### config.mk
export PLATFORM = sky130hd
export DESIGN_NAME = dbc_ctrl_regs
export DESIGN_NICKNAME = d
export VERILOG_FILES = /design/src/hdl/dbc_pkg.sv /design/src/hdl/dbc_ctrl_regs.sv
export VERILOG_INCLUDE_DIRS = /design/src /design/src/hdl
export SDC_FILE = /design/constraint.sdc
export NUM_CORES = 1
export LEC_CHECK = 0
export BUFFER_PORTS_ARGS = -buffer_cell sky130_fd_sc_hd__buf_2
export CAP_MARGIN = 20
export CORE_MARGIN = 3
export CORE_UTILIZATION = 25
export CTS_CLUSTER_SIZE = 8
export DETAILED_ROUTE_END_ITERATION = 12
export GPL_TIMING_DRIVEN = 1
export PLACE_DENSITY = 0.49
export SLEW_MARGIN = 20
export SYNTH_ARGS = -nofsm -noshare
export SYNTH_HDL_FRONTEND = slang
export SYNTH_SLANG_ARGS = --single-unit
### constraint.sdc
create_clock -name ref_clk -period 1.58 [get_ports ref_clk]
set_input_delay 0.079 -clock ref_clk [delete_from_list [all_inputs] [get_ports ref_clk]]
set_output_delay 0.079 -clock ref_clk [all_outputs]
set_load 0.01 [all_outputs]
### src/hdl/dbc_defs.svh
`ifndef DBC_DEFS_SVH
`define DBC_DEFS_SVH

// Register addresses on the plain register port, reset value and idle read data
`define DBC_ADDR_CTRL0 8'h00
`define DBC_ADDR_CTRL1 8'h01
`define DBC_RESET_VAL 8'h00
`define DBC_READ_NONE 8'h00

// Function codes
`define DBC_FN_TIMER 3'h0
`define DBC_FN_COUNTER 3'h1
`define DBC_FN_CHECKSUM 3'h2
`define DBC_FN_DUAL_PULSE 3'h3
`define DBC_FN_DEAD_TIME 3'h4
`define DBC_FN_ASYNC 3'h5
`define DBC_FN_SERIAL 3'h6
`define DBC_FN_DENSITY 3'h7

// Writable bits of control register 0, per function
`define DBC_WM0_TIMER 8'hFF
`define DBC_WM0_COUNTER 8'hF7
`define DBC_WM0_CHECKSUM 8'hF7
`define DBC_WM0_DUAL_PULSE 8'hFF
`define DBC_WM0_DEAD_TIME 8'h07
`define DBC_WM0_ASYNC 8'h07
`define DBC_WM0_SERIAL 8'h87
`define DBC_WM0_DENSITY 8'hF1

// Writable bits of control register 1, per function
`define DBC_WM1_MULTI 8'hFF
`define DBC_WM1_DEAD_TIME 8'h01
`define DBC_WM1_ASYNC 8'h00
`define DBC_WM1_SERIAL 8'hDF
`define DBC_WM1_DENSITY 8'h09

// Control register 0 bit positions
`define DBC_B0_EN 0
`define DBC_B0_OPT1 1
`define DBC_B0_OPT2 2
`define DBC_B0_OPT3 3
`define DBC_B0_RX_FULL 3
`define DBC_B0_TX_EMPTY 4
`define DBC_B0_COMPLETE 5
`define DBC_B0_OVERRUN 6
`define DBC_B0_RX_ACTIVE 4
`define DBC_B0_FRAMING 5
`define DBC_B0_PARITY_ERR 7
`define DBC_B0_LSB_FIRST 7
`define DBC_B0_SEL_HI 7
`define DBC_B0_SEL_LO 4

// Control register 1 bit positions
`define DBC_B1_KILL_INT 0
`define DBC_B1_MD_HI 2
`define DBC_B1_MD_LO 1
`define DBC_B1_INV 3
`define DBC_B1_RPT_HI 7
`define DBC_B1_RPT_LO 4
`define DBC_B1_DBW_HI 2
`define DBC_B1_DBW_LO 0
`define DBC_B1_LEN_HI 4
`define DBC_B1_LEN_LO 0
`define DBC_B1_LSB_BLOCK 6
`define DBC_B1_CHAINED 7

`endif

### src/hdl/dbc_pkg.sv
`include "dbc_defs.svh"

package dbc_pkg;

   typedef enum logic [2:0] {
      DBC_TIMER = `DBC_FN_TIMER,
      DBC_COUNTER = `DBC_FN_COUNTER,
      DBC_CHECKSUM = `DBC_FN_CHECKSUM,
      DBC_DUAL_PULSE = `DBC_FN_DUAL_PULSE,
      DBC_DEAD_TIME = `DBC_FN_DEAD_TIME,
      DBC_ASYNC = `DBC_FN_ASYNC,
      DBC_SERIAL = `DBC_FN_SERIAL,
      DBC_DENSITY = `DBC_FN_DENSITY
   } dbc_func_t;

   typedef logic [7:0] dbc_byte_t;

endpackage

### src/hdl/dbc_ctrl_regs.sv
`include "dbc_defs.svh"

module dbc_ctrl_regs (
   input wire logic ref_clk,
   input wire logic reset,
   input wire logic [7:0] reg_addr,
   input wire logic [7:0] reg_wdata,
   input wire logic reg_wr,
   input wire logic reg_rd,
   output logic [7:0] reg_rdata,
   input wire dbc_pkg::dbc_func_t function_code,
   input wire logic uart_tx_select,
   input wire logic prev_primary_out,
   input wire logic spi_overrun,
   input wire logic spi_complete,
   input wire logic spi_tx_empty,
   input wire logic spi_rx_full,
   input wire logic tx_reg_empty,
   input wire logic tx_complete,
   input wire logic rx_reg_full,
   input wire logic rx_active,
   input wire logic rx_framing_error,
   input wire logic rx_overrun,
   input wire logic rx_parity_error,
   output logic function_enable,
   output logic [3:0] kill_select,
   output logic [3:0] start_select,
   output logic capture_int_enable,
   output logic terminal_count_full_width,
   output logic compare_extend,
   output logic compare_value_buffer_en,
   output logic pass_mode,
   output logic shift_mode,
   output logic software_trigger,
   output logic no_swallow_option,
   output logic bitbang_mode,
   output logic bitbang_clock,
   output logic deadband_reference,
   output logic serial_lsb_first,
   output logic serial_clock_phase,
   output logic serial_clock_polarity,
   output logic parity_enable,
   output logic parity_odd,
   output logic [3:0] repeat_count,
   output logic stop_polarity_invert,
   output logic [1:0] stop_behaviour_select,
   output logic kill_int_select,
   output logic trigger_polarity_invert,
   output logic [2:0] dead_time_width,
   output logic [4:0] serial_length,
   output logic serial_lsb_block,
   output logic serial_chained
);
   import dbc_pkg::*;

   // ------------------------------------------------------------
   // Field masks
   // ------------------------------------------------------------

   function automatic dbc_byte_t ctrl0_mask(input dbc_func_t fn);
      dbc_byte_t m;
      m = `DBC_RESET_VAL;
      unique case (fn)
         DBC_TIMER: m = `DBC_WM0_TIMER;
         DBC_COUNTER: m = `DBC_WM0_COUNTER;
         DBC_CHECKSUM: m = `DBC_WM0_CHECKSUM;
         DBC_DUAL_PULSE: m = `DBC_WM0_DUAL_PULSE;
         DBC_DEAD_TIME: m = `DBC_WM0_DEAD_TIME;
         DBC_ASYNC: m = `DBC_WM0_ASYNC;
         DBC_SERIAL: m = `DBC_WM0_SERIAL;
         DBC_DENSITY: m = `DBC_WM0_DENSITY;
      endcase
      return m;
   endfunction

   function automatic dbc_byte_t ctrl1_mask(input dbc_func_t fn);
      dbc_byte_t m;
      m = `DBC_RESET_VAL;
      unique case (fn)
         DBC_TIMER: m = `DBC_WM1_MULTI;
         DBC_COUNTER: m = `DBC_WM1_MULTI;
         DBC_CHECKSUM: m = `DBC_WM1_MULTI;
         DBC_DUAL_PULSE: m = `DBC_WM1_MULTI;
         DBC_DEAD_TIME: m = `DBC_WM1_DEAD_TIME;
         DBC_ASYNC: m = `DBC_WM1_ASYNC;
         DBC_SERIAL: m = `DBC_WM1_SERIAL;
         DBC_DENSITY: m = `DBC_WM1_DENSITY;
      endcase
      return m;
   endfunction

   function automatic logic has_kill_source(input dbc_func_t fn);
      logic r;
      r = 1'b0;
      unique case (fn)
         DBC_TIMER: r = 1'b1;
         DBC_COUNTER: r = 1'b1;
         DBC_CHECKSUM: r = 1'b1;
         DBC_DENSITY: r = 1'b1;
         default: r = 1'b0;
      endcase
      return r;
   endfunction

   function automatic logic has_kill_int(input dbc_func_t fn);
      logic r;
      r = 1'b0;
      unique case (fn)
         DBC_TIMER: r = 1'b1;
         DBC_COUNTER: r = 1'b1;
         DBC_CHECKSUM: r = 1'b1;
         DBC_DEAD_TIME: r = 1'b1;
         DBC_DENSITY: r = 1'b1;
         default: r = 1'b0;
      endcase
      return r;
   endfunction

   // ------------------------------------------------------------
   // Storage
   // ------------------------------------------------------------

   dbc_byte_t ctrl0;
   dbc_byte_t ctrl1;
   dbc_byte_t ctrl0_q;
   dbc_byte_t ctrl1_q;
   dbc_byte_t status0;
   dbc_byte_t next_rdata;
   logic wr_ctrl0;
   logic wr_ctrl1;

   assign wr_ctrl0 = reg_wr && (reg_addr == `DBC_ADDR_CTRL0);
   assign wr_ctrl1 = reg_wr && (reg_addr == `DBC_ADDR_CTRL1);

   always_ff @(posedge ref_clk) begin
      if (reset) begin
         ctrl0 <= `DBC_RESET_VAL;
      end else if (wr_ctrl0) begin
         ctrl0 <= reg_wdata & ctrl0_mask(function_code);
      end
   end

   always_ff @(posedge ref_clk) begin
      if (reset) begin
         ctrl1 <= `DBC_RESET_VAL;
      end else if (wr_ctrl1) begin
         ctrl1 <= reg_wdata & ctrl1_mask(function_code);
      end
   end

   // ------------------------------------------------------------
   // Control stage on the block clock
   // ------------------------------------------------------------

   // The mask is applied again here so a later change of function code
   // never exposes bits that the new function code's mask does not allow.
   // enable on clock edge
   always_ff @(posedge ref_clk) begin
      if (reset) begin
         ctrl0_q <= `DBC_RESET_VAL;
      end else begin
         ctrl0_q <= ctrl0 & ctrl0_mask(function_code);
      end
   end

   always_ff @(posedge ref_clk) begin
      if (reset) begin
         ctrl1_q <= `DBC_RESET_VAL;
      end else begin
         ctrl1_q <= ctrl1 & ctrl1_mask(function_code);
      end
   end

   // ------------------------------------------------------------
   // Read-only status overlay
   // ------------------------------------------------------------

   always_comb begin
      status0 = `DBC_RESET_VAL;
      if (function_code == DBC_SERIAL) begin
         status0[`DBC_B0_OVERRUN] = spi_overrun;
         status0[`DBC_B0_COMPLETE] = spi_complete;
         status0[`DBC_B0_TX_EMPTY] = spi_tx_empty;
         status0[`DBC_B0_RX_FULL] = spi_rx_full;
      end else if (function_code == DBC_ASYNC && uart_tx_select) begin
         status0[`DBC_B0_COMPLETE] = tx_complete;
         status0[`DBC_B0_TX_EMPTY] = tx_reg_empty;
      end else if (function_code == DBC_ASYNC) begin
         status0[`DBC_B0_PARITY_ERR] = rx_parity_error;
         status0[`DBC_B0_OVERRUN] = rx_overrun;
         status0[`DBC_B0_FRAMING] = rx_framing_error;
         status0[`DBC_B0_RX_ACTIVE] = rx_active;
         status0[`DBC_B0_RX_FULL] = rx_reg_full;
      end
   end

   // ------------------------------------------------------------
   // Register read port
   // ------------------------------------------------------------

   always_comb begin
      next_rdata = `DBC_READ_NONE;
      if (reg_rd && reg_addr == `DBC_ADDR_CTRL0) begin
         next_rdata = (ctrl0 & ctrl0_mask(function_code)) | status0;
      end else if (reg_rd && reg_addr == `DBC_ADDR_CTRL1) begin
         next_rdata = ctrl1 & ctrl1_mask(function_code);
      end
   end

   // Read data stand for one cycle only, zero otherwise
   always_ff @(posedge ref_clk) begin
      if (reset) begin
         reg_rdata <= `DBC_READ_NONE;
      end else begin
         reg_rdata <= next_rdata;
      end
   end

   // ------------------------------------------------------------
   // Control register 0 fields
   // ------------------------------------------------------------

   assign function_enable = ctrl0_q[`DBC_B0_EN];

   // kill select field
   // Serial keeps its bit-order flag in bit 7, so only kill-capable codes pass the field
   assign kill_select = has_kill_source(function_code) ?
      ctrl0_q[`DBC_B0_SEL_HI:`DBC_B0_SEL_LO] : 4'h0;

   assign start_select = (function_code == DBC_DUAL_PULSE) ?
      ctrl0_q[`DBC_B0_SEL_HI:`DBC_B0_SEL_LO] : 4'h0;

   assign capture_int_enable = (function_code == DBC_TIMER) && ctrl0_q[`DBC_B0_OPT1];
   assign terminal_count_full_width = (function_code == DBC_TIMER) && ctrl0_q[`DBC_B0_OPT2];

   // Timer keeps the extension in bit 3; counter and dual pulse use bit 2
   always_comb begin
      compare_extend = 1'b0;
      unique case (function_code)
         DBC_TIMER: compare_extend = ctrl0_q[`DBC_B0_OPT3];
         DBC_COUNTER: compare_extend = ctrl0_q[`DBC_B0_OPT2];
         DBC_DUAL_PULSE: compare_extend = ctrl0_q[`DBC_B0_OPT2];
         default: compare_extend = 1'b0;
      endcase
   end

   assign compare_value_buffer_en = (function_code == DBC_COUNTER) && ctrl0_q[`DBC_B0_OPT1];

   assign pass_mode = (function_code == DBC_CHECKSUM) && ctrl0_q[`DBC_B0_OPT1];
   assign shift_mode = (function_code == DBC_CHECKSUM) && ctrl0_q[`DBC_B0_OPT2];

   assign software_trigger = (function_code == DBC_DUAL_PULSE) && ctrl0_q[`DBC_B0_OPT1];

   // combination with dead band is left to software, not blocked here
   assign no_swallow_option = (function_code == DBC_DUAL_PULSE) && ctrl0_q[`DBC_B0_OPT3];

   assign bitbang_mode = (function_code == DBC_DEAD_TIME) && ctrl0_q[`DBC_B0_OPT1];
   assign bitbang_clock = (function_code == DBC_DEAD_TIME) && ctrl0_q[`DBC_B0_OPT2];

   assign deadband_reference = bitbang_mode ? bitbang_clock : prev_primary_out;

   assign serial_lsb_first = (function_code == DBC_SERIAL) && ctrl0_q[`DBC_B0_LSB_FIRST];
   assign serial_clock_phase = (function_code == DBC_SERIAL) && ctrl0_q[`DBC_B0_OPT2];
   assign serial_clock_polarity = (function_code == DBC_SERIAL) && ctrl0_q[`DBC_B0_OPT1];

   assign parity_enable = (function_code == DBC_ASYNC) && ctrl0_q[`DBC_B0_OPT1];
   assign parity_odd = (function_code == DBC_ASYNC) && ctrl0_q[`DBC_B0_OPT2];

   // ------------------------------------------------------------
   // Control register 1 fields
   // ------------------------------------------------------------

   logic multi_fn;

   assign multi_fn = function_code == DBC_TIMER || function_code == DBC_COUNTER ||
      function_code == DBC_CHECKSUM;

   assign repeat_count = (multi_fn || function_code == DBC_DUAL_PULSE) ?
      ctrl1_q[`DBC_B1_RPT_HI:`DBC_B1_RPT_LO] : 4'h0;

   assign stop_polarity_invert = has_kill_source(function_code) && ctrl1_q[`DBC_B1_INV];

   assign stop_behaviour_select = multi_fn ? ctrl1_q[`DBC_B1_MD_HI:`DBC_B1_MD_LO] : 2'h0;

   assign kill_int_select = has_kill_int(function_code) && ctrl1_q[`DBC_B1_KILL_INT];

   assign trigger_polarity_invert = (function_code == DBC_DUAL_PULSE) && ctrl1_q[`DBC_B1_INV];
   assign dead_time_width = (function_code == DBC_DUAL_PULSE) ?
      ctrl1_q[`DBC_B1_DBW_HI:`DBC_B1_DBW_LO] : 3'h0;

   assign serial_length = (function_code == DBC_SERIAL) ?
      ctrl1_q[`DBC_B1_LEN_HI:`DBC_B1_LEN_LO] : 5'h00;
   assign serial_lsb_block = (function_code == DBC_SERIAL) && ctrl1_q[`DBC_B1_LSB_BLOCK];
   assign serial_chained = (function_code == DBC_SERIAL) && ctrl1_q[`DBC_B1_CHAINED];

endmodule // dbc_ctrl_regs

== After elaboration in Yosys (flattened, before gate mapping) ==
Memory sizes are Yosys's and may differ from the RTL's.
Index checks and enable logic that the tools add are counted.

* RAM bits: 0
* Memory bits (read-only): 360
* Latch bits: 0
* Flip-flop bits (word level): 40
* Output and inout port bits: 52
* Word-level logic and storage cells: 85
* Memories: 6

* Multiply operators: 0
* Shifts and indexed selects: 0
* Reduce and logical (&&, ||, !) cells: 32
* Multiplexer cells: 27
* Order comparisons: 0
* Divide/modulo/power cells: 0
* Eq/ne operators: 8
* Bitwise gates (word level): 7
* $add $sub $neg: 0

{| class="wikitable"
|+ Memories
! memory !! depth !! bits a word !! read ports !! clocked after Yosys merged registers in !! wr ports !! line !! RTL
|-
| (name not given) || 8 || 8 || 1 || 0 || 0 || dbc_ctrl_regs.sv:79 || <nowiki>unique case (fn)</nowiki>
|-
| (name not given) || 8 || 8 || 1 || 0 || 0 || dbc_ctrl_regs.sv:79 ||
|-
| (name not given) || 8 || 8 || 1 || 0 || 0 || dbc_ctrl_regs.sv:79 ||
|-
| (name not given) || 8 || 7 || 1 || 0 || 0 || dbc_ctrl_regs.sv:63 || <nowiki>unique case (fn)</nowiki>
|-
| (name not given) || 8 || 7 || 1 || 0 || 0 || dbc_ctrl_regs.sv:63 ||
|-
| (name not given) || 8 || 7 || 1 || 0 || 0 || dbc_ctrl_regs.sv:63 ||
|}

{| class="wikitable"
|+ Operator list
! operator !! count
|-
| $mux W8 || 11
|-
| $and A8 B8 Y8 || 6
|-
| $logic_and A1 B1 Y1 || 24
|-
| $mux W4 || 4
|-
| $eq A3 B3 Y1 const B || 4
|-
| $mux W5 || 2
|-
| $eq A8 B1 Y1 const B || 1
|-
| $logic_not A8 Y1 || 1
|-
| $or A8 B8 Y8 || 1
|-
| $eq A3 B2 Y1 const B || 2
|-
| $mux W2 || 3
|-
| $mux W1 || 5
|-
| $reduce_or A5 Y1 || 1
|-
| $reduce_or A4 Y1 || 1
|-
| $eq A3 B1 Y1 const B || 1
|-
| $logic_not A3 Y1 || 1
|-
| $logic_or A1 B1 Y1 || 3
|-
| $mux W3 || 1
|-
| $pmux W1 S2 || 1
|-
| $reduce_or A2 Y1 || 1
|}

== Logic depth before layout (Yosys ltp) ==
* Depth after elaboration: 7
* Gate-level depth with buffers: 6
* Gate-level depth less buffers: 5

== Least setup slack after synthesis ==
Ideal clock, no wire load.

* Kind: input port to flip-flop
* Start point: input reg_addr[5]
* End point: register ctrl1[0]
* Stages: 4
* Data arrival time: 1.314 ns
* Required time: 1.508 ns
* Library setup time: 0.072 ns
* Path slack: 0.194 ns
* Path through: or4_1 -> buf_6 -> nor3_4 -> mux2i_1

* Cells in the longest elaborated chain, start to end: 2

{| class="wikitable"
|+ Ends and longest elaborated chain
! element !! line !! RTL
|-
| start: declaration || dbc_ctrl_regs.sv:6 || <nowiki>input wire logic [7:0] reg_addr,</nowiki>
|-
| $eq A8 B1 Y1 (no line) || -- ||
|-
| $logic_and A1 B1 Y1 || dbc_ctrl_regs.sv:133 || <nowiki>assign wr_ctrl1 = reg_wr && (reg_addr == `DBC_ADDR_CTRL1);</nowiki>
|-
| end signal: assignment || dbc_ctrl_regs.sv:145 || <nowiki>ctrl1 <= `DBC_RESET_VAL;</nowiki>
|-
| end signal: assignment || dbc_ctrl_regs.sv:147 || <nowiki>ctrl1 <= reg_wdata & ctrl1_mask(function_code);</nowiki>
|-
| end: declaration || dbc_ctrl_regs.sv:124 || <nowiki>dbc_byte_t ctrl1;</nowiki>
|}

Every way passes these cells.
A chain may end at the register's enable or synchronous reset.

== Worst setup path in the final report ==
* Start point: register ctrl0_q[1]
* End point: output deadband_reference

* Cells in the longest elaborated chain, start to end: 2

{| class="wikitable"
|+ Ends and longest elaborated chain
! element !! line !! RTL
|-
| start: declaration || dbc_ctrl_regs.sv:125 || <nowiki>dbc_byte_t ctrl0_q;</nowiki>
|-
| start signal: assignment || dbc_ctrl_regs.sv:160 || <nowiki>ctrl0_q <= `DBC_RESET_VAL;</nowiki>
|-
| start signal: assignment || dbc_ctrl_regs.sv:162 || <nowiki>ctrl0_q <= ctrl0 & ctrl0_mask(function_code);</nowiki>
|-
| $logic_and A1 B1 Y1 || dbc_ctrl_regs.sv:257 || <nowiki>assign bitbang_mode = (function_code == DBC_DEAD_TIME) && ctrl0_q[`DBC_B0_OPT1];</nowiki>
|-
| $mux W1 || dbc_ctrl_regs.sv:260 || <nowiki>assign deadband_reference = bitbang_mode ? bitbang_clock : prev_primary_out;</nowiki>
|-
| end: declaration || dbc_ctrl_regs.sv:38 || <nowiki>output logic deadband_reference,</nowiki>
|}

Every way passes these cells.

==> flow_results.org <==
** Power and ir drop
- The internal portion of the total power is between 1.5 and 2 mW.
- Of the total power, the share spent switching nets is approximately 24%.
- Power per cell area :: ~700 mW/mm²
- In this run the power spent charging and discharging nets is 0.486 mW.
- Combinational group share of total power :: between 10% and 20%
- Clk pwr share :: 36.7%
- Worst VDD drop :: between 0.2 and 0.3 mV
- Per report_power, the sequential group accounts for between 50% and 60% of the total.
- Summed over all cells, the static leakage comes to approximately 1.4 nW.
- The design draws 1.99 mW.

** Timing
- The clock period could shrink to around 1400 ps.
- Fraction of the cycle the final worst path needs :: between 90% and 100%
- Final setup violation count :: 0
- Slew HR :: 74.6%
- Final count of pins violating max slew :: 0
- For the final database, setup skew stands at between 4 and 5 ps.
- Final-layout setup total negative slack :: 0 ps
- Transition at the pin with the smallest max-transition slack :: 378 ps
- The worst path meets setup with between 100 and 150 ps of slack.
- The hold violation count in the final report came to 0.
- Top achievable clock speed :: about 700 MHz
- Setup repair after global routing left no endpoint under its margin.

** Critical path
- Crit. End Element :: output port
- STA classifies the critical path startpoint as a flip-flop.
- Standard cell with the maximum stage delay on the critical path :: sky130_fd_sc_hd__dfxtp_1
- Critical setup path kind :: reg2out
- For this run, the slowest stage of the critical path takes 410 ps.
- For the worst setup path, the data arrival time is 1360 ps.
- The kind of cell with the highest combined delay along the critical path is flip-flops.
- Data on the critical path is required at its endpoint by 1500 ps.
- Along the worst path, the maximum fanout reaches 5.
- Critical path buffers and inverters :: 1
- CP cell instances :: and3_1, mux2_2, buf_2

** Die
- The floorplan has 33 rows.
- During I/O placement, the number of pins put on the boundary was 88.
- Die width :: 99.2 µm
- Total die area :: 0.00984 mm²
- Vertical die dimension :: just under 100 µm
- The initial utilization of the core area, before any placement, comes to between 20% and 30%.
- Area of the placeable core :: 0.00834 mm²

** Route
- In the final routed layout, each cell accounts on average for between 15 and 20 µm.
- Mean number of vias per cell :: roughly 4.6
- The detail route stage leaves a number of antenna-violating nets equal to 0.
- Total vias in the final route :: 2057
- Wires add up to between 6000 and 7000 µm.
- Detailed router's first-iteration violation count :: ~140
- After detailed routing, the number of remaining DRC violations is 0.
- The first detailed-routing pass took 4 iterations.

** Placed design
- # port buffers :: between 80 and 90
- Detailed Place HPWL :: approximately 5300 µm
- OpenSTA, run right after detailed placement, puts the worst setup slack at -44.7 ps.
- At the end of routability-driven placement, the weighted congestion stood at approximately 0.81.

** Logic synthesis
- Synthesis handed over a netlist of around 240 instances.
- Synthesized area :: 0.00217 mm²
- A synthesized cell averages 9.01 µm².
- The Yosys step of the flow raised 0 warnings.
- In this run, synthesis inferred 0 flip-flops with an integrated enable.
- Total nets after synthesis :: between 200 and 300
- Unique masters post-synth :: between 40 and 50
- Counting flops and latches in the post-synthesis netlist gives 40.
- Seq/Total Area, Yosys :: 36.9%
- Async set-reset flop share out of synthesis :: 0%
- The most used flip-flop cell after synthesis is sky130_fd_sc_hd__dfxtp_1.

** Layout
- Number of nets at the end of the flow :: roughly 380
- Flip-flop and latch area :: between 800 and 900 µm²
- At the end of the flow the core is filled with cells to between 30% and 40%.
- Layout area overhead :: 34.0%
- Area used by multi-input combinational logic :: approximately 0.0013 mm²
- # fillers :: between 900 and 1000
- The post-route netlist has about two fifths of its cells at a drive strength greater than 1.
- Antenna diodes :: 0

** GRT
- Overall overflow remaining after global route :: 0
- Number of global-route vias before repair :: about 2100
- Global-route wire length before repair :: about 11000 µm
- Largest net degree at the start of global routing :: 18
- Global router's overall resource usage :: a little over an eighth
- Initial antenna violation count :: 0

** Run
- Number of max-cap violations :: 0

** Clock network
- Insertion delay of the later-clocked pin in the worst-skew pair :: between 200 and 300 ps
- Total CTS buffers :: 5
- Clock input transition at the sequential cells of the worst setup and hold paths :: around 80 ps
- The H-tree was split into 2 levels.
- The root buffer cell chosen for the clock tree is sky130_fd_sc_hd__clkbuf_8.
- Setup Buffers After CTS :: 0
- Clock tree synthesis found a total of 40 sinks.
- Hold repair after CTS inserted 0 buffers.
- In this run the deepest clock path goes through 2 buffers.
- In this run, post-CTS repair resized a total of 0 instances.
- TritonCTS clock tree :: built

** Run status
- Status :: finished, final reports clean

** Worst hold path
- Class of the most critical hold timing path :: in2reg
-- cell families after synthesis --
group | after synthesis | synth area share, %
flops | 40 | 36.9
mux | 16 | 7.49
fa+ha+maj | 4 | 2.30
compound gates | 35 | 10.4
buf+inv | 23 | 5.41
simple gates | 123 | 37.6
-- area by class of cell --
cell class	instances	area share [%]
timing repair buffer	108	20.8
multi-input combinational	178	43.1
tap	105	4.51
inverter	6	0.774
clock buffer	7	3.31
sequential	40	27.5
-- worst paths after layout --
path | startpoint | end | slack (ps) | cells after the start
worst max-delay path | ctrl0_q[1] | deadband_reference | 150 | 3
worst min-delay path | reset | ctrl1[5] | 50 | 2
worst max register to register | ctrl1[0] | reg_rdata[0] | 510 | 3
worst min register to register | ctrl0[0] | ctrl0_q[0] | 480 | 2
-- placed cells by master, fill, tap and decap left out, drive strengths merged, types with 5 or more instances in the layout --
master and count:
a21oi 17, buf 108, mux2i 14, and3 26, and2 26, nor2b 5, dfxtp 40, nand4 6
inv 6, a211oi 5, nand2 9, or2b 8, nand2b 9, clkbuf 7
-- power by group through the flow --
stage | registers (mW) | clock network (mW) | logic, mW
6_report | 1.01 | 0.731 | 0.255
5_1_grt | 1.01 | 0.802 | 0.281
4_1_cts | 1.01 | 0.750 | 0.256
3_5_place_dp | 1.03 | 0 | 0.255
3_3_place_gp | 1.03 | 0 | 0.253
2_1_floorplan | 1.03 | 0 | 0.132
-- cells in the mapped netlist, types with 3 or more instances --
master | number | share of area [%]
sky130_fd_sc_hd__o31ai_1 | 4 | 1.4
sky130_fd_sc_hd__dfxtp_1 | 40 | 37
sky130_fd_sc_hd__nand2_1 | 9 | 1.6
sky130_fd_sc_hd__and2_1 | 26 | 7.5
sky130_fd_sc_hd__ha_1 | 4 | 2.3
sky130_fd_sc_hd__mux2i_1 | 14 | 6.5
sky130_fd_sc_hd__a21boi_0 | 3 | 1.0
sky130_fd_sc_hd__or2b_2 | 8 | 3.2
sky130_fd_sc_hd__a21oi_1 | 17 | 3.9
sky130_fd_sc_hd__buf_6 | 3 | 1.6
sky130_fd_sc_hd__clkbuf_1 | 12 | 2.1
sky130_fd_sc_hd__inv_1 | 6 | 1.0
sky130_fd_sc_hd__nand4b_1 | 3 | 1.2
sky130_fd_sc_hd__a211oi_1 | 5 | 1.7
sky130_fd_sc_hd__nand2b_1 | 9 | 2.6
sky130_fd_sc_hd__nor2b_1 | 5 | 1.4
sky130_fd_sc_hd__and3_1 | 26 | 7.5
sky130_fd_sc_hd__nor2_1 | 4 | 0.69
sky130_fd_sc_hd__nand3_1 | 3 | 0.69
sky130_fd_sc_hd__nand4_1 | 6 | 1.7
sky130_fd_sc_hd__nor3b_1 | 3 | 1.0
sky130_fd_sc_hd__nand3b_1 | 4 | 1.4
-- metrics by stage --
step / cells / area (µm²) / hold WS [ps]
final: 444 / 2910 / 53.1
after global routing: 444 / 2910 / 57.8
after CTS: 444 / 2910 / 49.5
after detailed placement: 437 / 2810 / 363
after global placement: 437 / 2810 / 369
after floorplan: 241 / 2170 / 248
-- per-layer routing --
metal | GRT usage (%) | vias to the layer above | share of wire (%)
li1 | - | 1045 | -
met1 | 17.5 | 925 | 46
met2 | 22.4 | 79 | 45
met3 | 2.88 | 8 | 7.2
met4 | 5.04 | 0 | 1.8
met5 | 0 | - | 0
-- registers in the layout, summed over array words and instances (netlist names) --
name	cells
ctrl1_q	8
ctrl0	8
ctrl0_q	8
reg_rdata	8
ctrl1	8
Note: power is estimated with default switching activity, not from simulation.
